### config.mk
export PLATFORM = sky130hd
export DESIGN_NAME = acsrd_top
export DESIGN_NICKNAME = d
export VERILOG_FILES = /design/src/include/acsrd_pkg.sv /design/src/hdl/acsrd_top.sv /design/src/hdl/acsrd_rate_table.sv
export SDC_FILE = /design/constraint.sdc
export NUM_CORES = 1
export LEC_CHECK = 0
export BUFFER_PORTS_ARGS = -buffer_cell sky130_fd_sc_hd__buf_2
export CAP_MARGIN = 5
export CORE_AREA = 5 5 73 75
export CTS_BUF_LIST = sky130_fd_sc_hd__clkbuf_8
export CTS_CLUSTER_SIZE = 28
export DETAILED_ROUTE_END_ITERATION = 8
export DIE_AREA = 0 0 78 80
export PLACE_DENSITY = 0.83
export SLEW_MARGIN = 20
export SYNTH_ARGS = -nofsm -noshare
export SYNTH_HDL_FRONTEND = slang
export SYNTH_SLANG_ARGS = --single-unit
### constraint.sdc
create_clock -name clock_i -period 2.3 [get_ports clock_i]
set_input_delay 0.115 -clock clock_i [delete_from_list [all_inputs] [get_ports clock_i]]
set_output_delay 0.115 -clock clock_i [all_outputs]
set_load 0.005 [all_outputs]
### src/include/acsrd_pkg.sv
// Constants and types for the converter clock select and rate divider
`default_nettype none
package acsrd_pkg;

    // Nominal master clock and modulator divide ratios per rate group
    localparam int unsigned MASTER_CLOCK_HZ = 4096000;
    localparam logic [7:0]  DIV_GROUP_SLOW  = 8'h80;
    localparam logic [7:0]  DIV_GROUP_MID   = 8'h20;
    localparam logic [7:0]  DIV_GROUP_FAST  = 8'h10;
    localparam logic [7:0]  DIV_GROUP_TOP   = 8'h08;

    // Modulator clocks per output sample, one per rate setting
    // Each entry is modulator cycles per output sample
    localparam logic [12:0] DEC_5    = 13'h18E9;
    localparam logic [12:0] DEC_10   = 13'h0C74;
    localparam logic [12:0] DEC_20   = 13'h063A;
    localparam logic [12:0] DEC_40   = 13'h0C74;
    localparam logic [12:0] DEC_80   = 13'h063A;
    localparam logic [12:0] DEC_160  = 13'h031D;
    localparam logic [12:0] DEC_320  = 13'h031C;
    localparam logic [12:0] DEC_640  = 13'h018E;
    localparam logic [12:0] DEC_1000 = 13'h0100;
    localparam logic [12:0] DEC_2000 = 13'h0100;

    // Clock pin edges seen before the external clock is accepted
    localparam logic [1:0]  EDGE_ACCEPT = 2'h2;

    // Reset values
    localparam logic [3:0]  RATE_RESET  = 4'h2;

    typedef enum logic [1:0] {
        ACSRD_SRC_INT,
        ACSRD_SRC_EXT
    } acsrd_src_t;

    typedef struct packed {
        logic [3:0] output_rate_setting;
        logic       start;
    } acsrd_ctrl_t;

    typedef struct packed {
        logic       data_ready;
        logic       filter_settled;
        logic       ext_clock_active;
        logic       mod_tick;
    } acsrd_stat_t;

endpackage
`default_nettype wire

### src/hdl/acsrd_top.sv
// Master clock select, modulator divider and output rate timing
// What this block does
// - After reset with clock pin grounded, internal oscillator is master clock.
// - Edges on the clock pin switch to external clock at any time.
// - External clock stays selected until device reset or power cycle.
// - Modulator divide is 128, 32, 16 or 8 by rate group.
// - Modulator spans 32 kHz to 512 kHz at nominal master clock.
// - Filter response follows the programmed output rate setting.
// - First result after start or rate change is fully settled.
// - Rates scale with master clock, internal oscillator included.
// - Exact rates at 4.096 MHz follow the decimation counts.
`timescale 1ns/1ps
`default_nettype none
module acsrd_top
    import acsrd_pkg::*;
(
    input  wire logic                    clock_i,
    input  wire logic                    rstn_i,
    input  wire logic                    int_osc_tick_i,
    input  wire logic                    clock_pin_i,
    input  wire acsrd_pkg::acsrd_ctrl_t  ctrl_i,
    output logic                         int_osc_enable_o,
    output acsrd_pkg::acsrd_stat_t       stat_o,
    output logic      [3:0]              active_rate_o
);
    import acsrd_pkg::*;

    typedef struct packed {
        acsrd_src_t  src;
        logic        pin_prev;
        logic [1:0]  edge_cnt;
        logic [7:0]  div_cnt;
        logic [12:0] dec_cnt;
        logic [3:0]  rate;
        logic        running;
        logic        osc_en;
        acsrd_stat_t stat;
    } acsrd_state_t;

    acsrd_state_t state_q;
    acsrd_state_t state_d;
    logic [7:0]   div_ratio;
    logic [12:0]  dec_count;
    logic         master_tick;
    logic         pin_rise;
    logic         restart_req;

    // Rate setting decoded to divider and filter length
    acsrd_rate_table u_table (
        .output_rate_setting_i (ctrl_i.output_rate_setting),
        .div_ratio_o           (div_ratio),
        .dec_count_o           (dec_count)
    );

    assign pin_rise    = clock_pin_i & ~state_q.pin_prev;
    assign master_tick = (state_q.src == ACSRD_SRC_EXT) ? pin_rise
                                                        : int_osc_tick_i;

    assign restart_req = ctrl_i.start
                       | (ctrl_i.output_rate_setting != state_q.rate);

    // Counter at its last value
    function automatic logic at_last(input logic [12:0] cnt,
                                     input logic [12:0] len);
        return cnt == len - 13'h0001;
    endfunction

    always_comb begin
        state_d = state_q;
        state_d.pin_prev = clock_pin_i;
        state_d.stat.mod_tick = 1'b0;
        state_d.stat.data_ready = 1'b0;
        if (pin_rise && state_q.src == ACSRD_SRC_INT) begin
            if (at_last(13'(state_q.edge_cnt), 13'(EDGE_ACCEPT))) begin
                state_d.src = ACSRD_SRC_EXT;
                state_d.osc_en = 1'b0;
            end else begin
                state_d.edge_cnt = state_q.edge_cnt + 2'h1;
            end
        end
        if (state_q.src == ACSRD_SRC_EXT) begin
            state_d.osc_en = 1'b0;
        end
        state_d.stat.ext_clock_active = (state_d.src == ACSRD_SRC_EXT);
        if (restart_req) begin
            state_d.rate = ctrl_i.output_rate_setting;
            state_d.running = 1'b1;
            state_d.div_cnt = 8'h00;
            state_d.dec_cnt = 13'h0000;
            state_d.stat.filter_settled = 1'b0;
        end else if (master_tick && state_q.running) begin
            if (at_last(13'(state_q.div_cnt), 13'(div_ratio))) begin
                state_d.div_cnt = 8'h00;
                state_d.stat.mod_tick = 1'b1;
                if (at_last(state_q.dec_cnt, dec_count)) begin
                    state_d.dec_cnt = 13'h0000;
                    state_d.stat.data_ready = 1'b1;
                    state_d.stat.filter_settled = 1'b1;
                end else begin
                    state_d.dec_cnt = state_q.dec_cnt + 13'h0001;
                end
            end else begin
                state_d.div_cnt = state_q.div_cnt + 8'h01;
            end
        end
    end

    always_ff @(posedge clock_i or negedge rstn_i) begin
        if (!rstn_i) begin
            state_q <= '{src: ACSRD_SRC_INT, pin_prev: 1'b0, edge_cnt: 2'h0,
                         div_cnt: 8'h00, dec_cnt: 13'h0000,
                         rate: RATE_RESET, running: 1'b0, osc_en: 1'b1,
                         stat: '0};
        end else begin
            state_q <= state_d;
        end
    end

    assign int_osc_enable_o = state_q.osc_en;
    assign stat_o           = state_q.stat;
    assign active_rate_o    = state_q.rate;
endmodule
`default_nettype wire

### src/hdl/acsrd_rate_table.sv
// Rate setting decode into divide ratio and decimation count
`timescale 1ns/1ps
`default_nettype none
module acsrd_rate_table
    import acsrd_pkg::*;
(
    input  wire logic [3:0]  output_rate_setting_i,
    output logic      [7:0]  div_ratio_o,
    output logic      [12:0] dec_count_o
);
    import acsrd_pkg::*;

    always_comb begin
        case (output_rate_setting_i)
            4'h0, 4'h1, 4'h2: div_ratio_o = DIV_GROUP_SLOW;
            4'h3, 4'h4, 4'h5: div_ratio_o = DIV_GROUP_MID;
            4'h6, 4'h7, 4'h8: div_ratio_o = DIV_GROUP_FAST;
            default:          div_ratio_o = DIV_GROUP_TOP;
        endcase
        case (output_rate_setting_i)
            4'h0:    dec_count_o = DEC_5;
            4'h1:    dec_count_o = DEC_10;
            4'h2:    dec_count_o = DEC_20;
            4'h3:    dec_count_o = DEC_40;
            4'h4:    dec_count_o = DEC_80;
            4'h5:    dec_count_o = DEC_160;
            4'h6:    dec_count_o = DEC_320;
            4'h7:    dec_count_o = DEC_640;
            4'h8:    dec_count_o = DEC_1000;
            default: dec_count_o = DEC_2000;
        endcase
    end
endmodule
`default_nettype wire

## Yosys cells after proc, flatten, opt, wreduce, memory -nomap -nowiden

Memory sizes are Yosys's and may differ from the RTL's.
Index checks and enable logic that the tools add are counted.

| storage, ports and cells | value |
|---|---|
| register bits | 36 |
| latch bits | 0 |
| bits in writable memories | 0 |
| memory bits (read-only) | 272 |
| bits of input ports | 9 |
| logic and storage cells | 60 |
| memories kept | 2 |

Memory list:

| name | words | bits a word | read ports | clocked after memory_dff | write ports | RTL line | source |
|---|---|---|---|---|---|---|---|
| (name not given) | 16 | 13 | 1 | 0 | 0 | acsrd_rate_table.sv:20 | `case (output_rate_setting_i)` |
| (name not given) | 16 | 4 | 1 | 0 | 0 | acsrd_rate_table.sv:14 | `case (output_rate_setting_i)` |

| operators by class | value |
|---|---|
| add/sub/neg operators | 5 |
| $mul | 0 |
| divide/modulo/power cells | 0 |
| $lt $le $gt $ge | 0 |
| equal/unequal tests | 6 |
| shift-type cells | 0 |
| mux-type cells | 19 |
| bitwise gates (word level) | 4 |
| reductions and logical operators | 12 |

Operators with widths:

| kind | number |
|---|---|
| $mux 21 | 2 |
| $mux 13 | 2 |
| $add 13x1->13 const B | 1 |
| $eq 13x13->1 | 1 |
| $eq 8x13->1 | 1 |
| $sub 13x1->13 const B | 1 |
| $mux 2 | 5 |
| $reduce_bool 2->1 | 5 |
| $mux 1 | 9 |
| $sub 8x1->9 const B | 1 |
| $add 8x1->8 const B | 1 |
| $mux 8 | 1 |
| $eq 2x1->1 const B | 3 |
| $reduce_and 2->1 | 3 |
| $ne 4x4->1 | 1 |
| $reduce_and 3->1 | 1 |
| $add 2x1->2 const B | 1 |
| $logic_and 1x1->1 | 2 |
| $logic_not 2->1 | 1 |
| $not 1->1 | 2 |
| $and 1x1->1 | 1 |
| $or 1x1->1 | 1 |

## Depth between registers and ports, before layout

An unclocked memory read counts as a cell.

| depth | value |
|---|---|
| depth after elaboration | 7 |
| mapped depth | 16 |

## Modules after synthesis

From an unflattened synthesis, not the netlist that was laid out.

| unflattened totals | value |
|---|---|
| cell total of the unflattened synthesis | 332 |
| area, all modules | 2949.1 um^2 |

By module, submodules not included:

| module | times used | cells an instance | area each (um^2) | seq. area each (um^2) |
|---|---|---|---|---|
| acsrd_top | 1 | 285 | 2585.0 | 903.4 |
| acsrd_rate_table | 1 | 47 | 364.1 | 0.0 |

## Least setup slack after synthesis

OpenSTA, ideal clock, no wires.

| timing path | value |
|---|---|
| path type | input to register |
| start | in ctrl_i[1] (netlist name) |
| end | reg state_q[20] (netlist name) |
| data arrival time | 2.901 ns |
| data required time | 2.222 ns |
| path slack | -0.679 ns |
| stages | 15 |
| path buffers | 1 |
| cells stage by stage | clkbuf_1 > inv_1 > ha_1 > inv_1 > nor3_1 > a31oi_1 > ha_1 > ha_1 > xnor2_1 > a2111o_1 > o31a_1 > nor3_4 > nand2_1 > or4_1 > a21oi_1 |

| between the ends | value |
|---|---|
| longest elaborated chain between the ends | 7 |
| elaborated cells between the ends (all ways) | 15 |
| those cells by class | add/sub (2); eq/ne (3); mux (4); bitwise (1); reduce/logical (3); memory (2) |

Ends and longest elaborated chain:

| item | RTL line | source |
|---|---|---|
| from (decl) | acsrd_top.sv:21 | `input wire acsrd_pkg::acsrd_ctrl_t ctrl_i,` |
| $mem_v2 16x13 | - |  |
| $sub 13x1->13 | acsrd_top.sv:65 | `return cnt == len - 13'h0001;` |
| $eq 13x13->1 | acsrd_top.sv:65 |  |
| $mux 13 | acsrd_top.sv:95 | `if (at_last(state_q.dec_cnt, dec_count)) begin` |
| $mux 13 | acsrd_top.sv:92 | `if (at_last(13'(state_q.div_cnt), 13'(div_ratio))) begin` |
| $mux 21 | acsrd_top.sv:91 | `end else if (master_tick && state_q.running) begin` |
| $mux 21 | acsrd_top.sv:85 | `if (restart_req) begin` |
| to (signal assigned) | acsrd_top.sv:110 | `state_q <= '{src: ACSRD_SRC_INT, pin_prev: 1'b0, edge_cnt: 2'h0,` |
| to (signal assigned) | acsrd_top.sv:115 | `state_q <= state_d;` |
| to (decl) | acsrd_top.sv:40 | `acsrd_state_t state_q;` |

Parallel ways exist; a longest one is shown, timed or not. The select of a mux whose other input is x is not followed.
A chain may end at the register's enable or synchronous reset.

## Worst setup path in the final report

| timing path | value |
|---|---|
| start | in ctrl_i[2] (netlist name) |
| end | reg state_q[20] (netlist name) |

The elaborated chain is that of the path after synthesis.

==> results by group <==
Status
  • Outcome: finished, violations left
  • Violated checks: negative setup slack

Synthesis
  • Cell variety after synth: 51
  • Syn Inst Count: 287
  • Synth warn: 0
  • Sequential fraction of the synthesis area: 35.8%
  • Syn avg cell area: 8.78 µm²
  • EDFF count, synth: 0
  • Number of synthesized register bits: 36
  • Mapped Nets: 309
  • Ys async rst share: 100%
  • Mapped Area: 0.00252 mm²
  • Top cell type's share of synthesized area: 33.7%
  • Largest cells by area after synthesis: dfrtp_1, ha_1, a221o_1
  • Post-synth top cells: dfrtp_1, nor2_1, a21oi_1
  • Dominant cell by count in the synthesized netlist: dfrtp_1
  • Main synth FF type: dfrtp_1
  • Leading area contributor after synthesis: dfrtp_1

Placed design
  • Placed Cells: 370
  • PortBufs: 17
  • Post-DP HPWL: 4.28 mm
  • Placed Area: 0.00287 mm²
  • GPL Wtd Cong: 0.921

Layout
  • Cell Count, Final, Fillers Out: 387
  • Layout cells sized above 1: 30.3%
  • Fill cells: 333
  • Finished Core Util: 69.4%
  • Area grow syn2layout: 26.6%
  • Post-route design area: 0.00319 mm²
  • Layout Nets: 354
  • Inserted Diodes: 0

Worst setup path
  • Critical Setup Path Class: input pin to register
  • Crit Reg-Reg Endpoint: state_q[20]
  • Crit start category: input pin
  • Cell mode on critical path: buf_6
  • Req. time, crit path: 2.52 ns
  • Critical path arrival: 2.65 ns
  • Ordered cell list for the critical path: buf_6 > buf_6 > ha_1 > mux2i_1 > or2_2 > ha_4 > xnor2_2 > a2111o_1 > o31a_1 > nor3_4 > nand2_2 > or4_4 > a21oi_2
  • R2R depth: 7
  • RR Startpoint: state_q[29]
  • Slowest cell on crit path: or4_4
  • Maximum fanout along the worst path: 5
  • Crit-path max cell delay: 0.52 ns
  • FF-to-FF setup slack: -0.09 ns
  • Worst Setup End Kind: register

Floorplanning
  • Number of placement rows: 25
  • Die area: 0.00624 mm²
  • Die W: 78 µm
  • Die height: 80 µm
  • I/O pins: 18
  • Core ar.: 0.00460 mm²
  • Initial Utilization: 54.8%

Timing
  • WHS: 0.0994 ns
  • Tcrit/Tclk final: 106%
  • Worst-margin pin slew: 0.823 ns
  • Final WS setup: -0.127 ns
  • Max frequency: 0.412 GHz
  • Slew headroom: 45.1%
  • Max Transition Viols Final: 0
  • Fin. Hold Viols: 0
  • RSZ-0062 raised after global routing: true
  • Final Critical Period: 2.43 ns
  • Clk_skew: 0.00842 ns
  • Final setup vio count: 18

Detailed routing
  • Vias: 2,286
  • DRC: 0
  • Vias per cell: 5.91
  • WL per Instance: 16.1 µm
  • Post-route ant nets: 0
  • Routed WL: 6.23 mm
  • DRT iter0 DRCs: 160
  • Total iterations of the first detailed-routing run: 4

Clocking
  • H-Tree Level Count: 2
  • Num CTS Buffers: 5
  • Clk buf depth: 2
  • Clock latency on the worst-skew pair: 0.29 ns
  • CTS clk-pin slew, worst paths: 0.08 ns
  • Root Buffer: clkbuf_8
  • CTS tree: done
  • Clock sinks: 36

GRT
  • Initial antenna violation count: 0
  • Pin count of the biggest net entering global routing: 37
  • Global-route wire length before repair: 10.3 mm
  • Total grt overflow: 0
  • Vias in the first global route: 2,196
  • Total Routing Usage GR: 20.5%

Min path
  • Min-delay worst type: input pin to register
  • WHS Endpoint: active_rate_o[0]
  • Hold_sp: ctrl_i[1]
  • Hold path depth: 2

Power and ir drop
  • PnR Total Power: 1540 µW
  • Power density cells: 484 mW/mm²
  • Max IR drop VDD: 0.395 mV
  • Leakage Power: 0.00144 µW

Run
  • Max-Cap Viols: 0
## cell families (layout without fill, tap and decap cells)
group	Yosys count	after routing	synth area share, %
and+or+nand+nor	119	119	26.8
AOI/OAI and AO/OA	63	63	16.5
DFF	36	36	35.8
buffers and inverters	35	81	6.85
xor gates and xnor gates	17	17	5.91
adders and majority gates	13	13	6.45
muxes	4	4	1.64
## power breakdown
part / total (µW) / switching, µW / internal, µW
clock: 575 / 249 / 327
combinational: 293 / 153 / 140
sequential: 676 / 17.2 / 659
total: 1540 / 419 / 1130
## worst max-delay path by stage
stage | from | endpoint | slack (ns) | depth (start not counted)
after floorplan | ctrl_i[1] | state_q[12] | -0.37 | 16
after global placement | ctrl_i[2] | state_q[20] | -0.50 | 14
after detailed placement | ctrl_i[2] | state_q[19] | -0.58 | 14
after CTS | ctrl_i[1] | state_q[20] | -0.05 | 15
after global routing | ctrl_i[2] | state_q[20] | -0.23 | 13
final | ctrl_i[2] | state_q[20] | -0.13 | 13
## sequential cells by signal, summed over array words and instances (netlist names)
name	count
state_q	27
active_rate_o	4
stat_o	4
int_osc_enable_o	1
## metal layers
layer / GRT usage (%) / share of wire (%) / vias up
met5: 0 / 0 / -
met4: 6.93 / 3.7 / 0
met3: 3.16 / 3.8 / 26
met2: 36.1 / 50 / 62
met1: 25.5 / 42 / 1092
li1: - / - / 1106
## through the flow
stage	setup TNS, ns	setup WS (ns)
floorplan	-5.59	-0.366
global route	-3.81	-0.229
CTS	-0.262	-0.0506
finish	-1.52	-0.127
global placement	-8.46	-0.497
detailed placement	-9.93	-0.578
## worst max-delay path: cells and delay by family
kind	cells	cell delay (ns)
adders and majority gates	2	0.33
and+or+nand+nor	4	1.12
xor gates and xnor gates	1	0.14
buffers and inverters	2	0.20
AOI/OAI and AO/OA	3	0.65
muxes	1	0.08
## what timing repair did
item	4_1_cts	5_1_grt
setup endpoints to repair	18	22
pin swaps	8	2
hold buffers	2	0
buffers inserted	3	5
hold endpoints to repair	35	0
gates resized for setup	23	10
## area by class of cell
class | instances | area (µm²) | share of cell area, %
clock buffer | 5 | 68.8 | 2.16
clock inverter | 3 | 46.3 | 1.45
inverter | 8 | 42.5 | 1.33
multi-input combinational | 216 | 1560 | 49.0
sequential | 36 | 903 | 28.3
tap | 54 | 67.6 | 2.12
timing repair buffer | 65 | 499 | 15.6
## cell usage in the layout (no fill, tap or decap), types with 3 or more instances in the layout
cell type / count
a21oi_1: 12
nor2_1: 22
nor3_1: 6
dfrtp_1: 34
ha_4: 3
xnor2_1: 8
xor2_1: 7
clkbuf_8: 5
o21ai_1: 10
inv_1: 5
or3_1: 3
buf_2: 15
a21o_1: 3
nand4_1: 4
ha_2: 3
nor2b_1: 11
o21ai_0: 6
a21oi_2: 4
nand3_1: 13
ha_1: 7
a31oi_1: 5
buf_4: 41
mux2i_1: 3
buf_6: 5
o31ai_1: 3
a221o_1: 9
nand2b_1: 8
nand2_1: 13
and3_1: 12
Power figures use the tool's default switching activity.
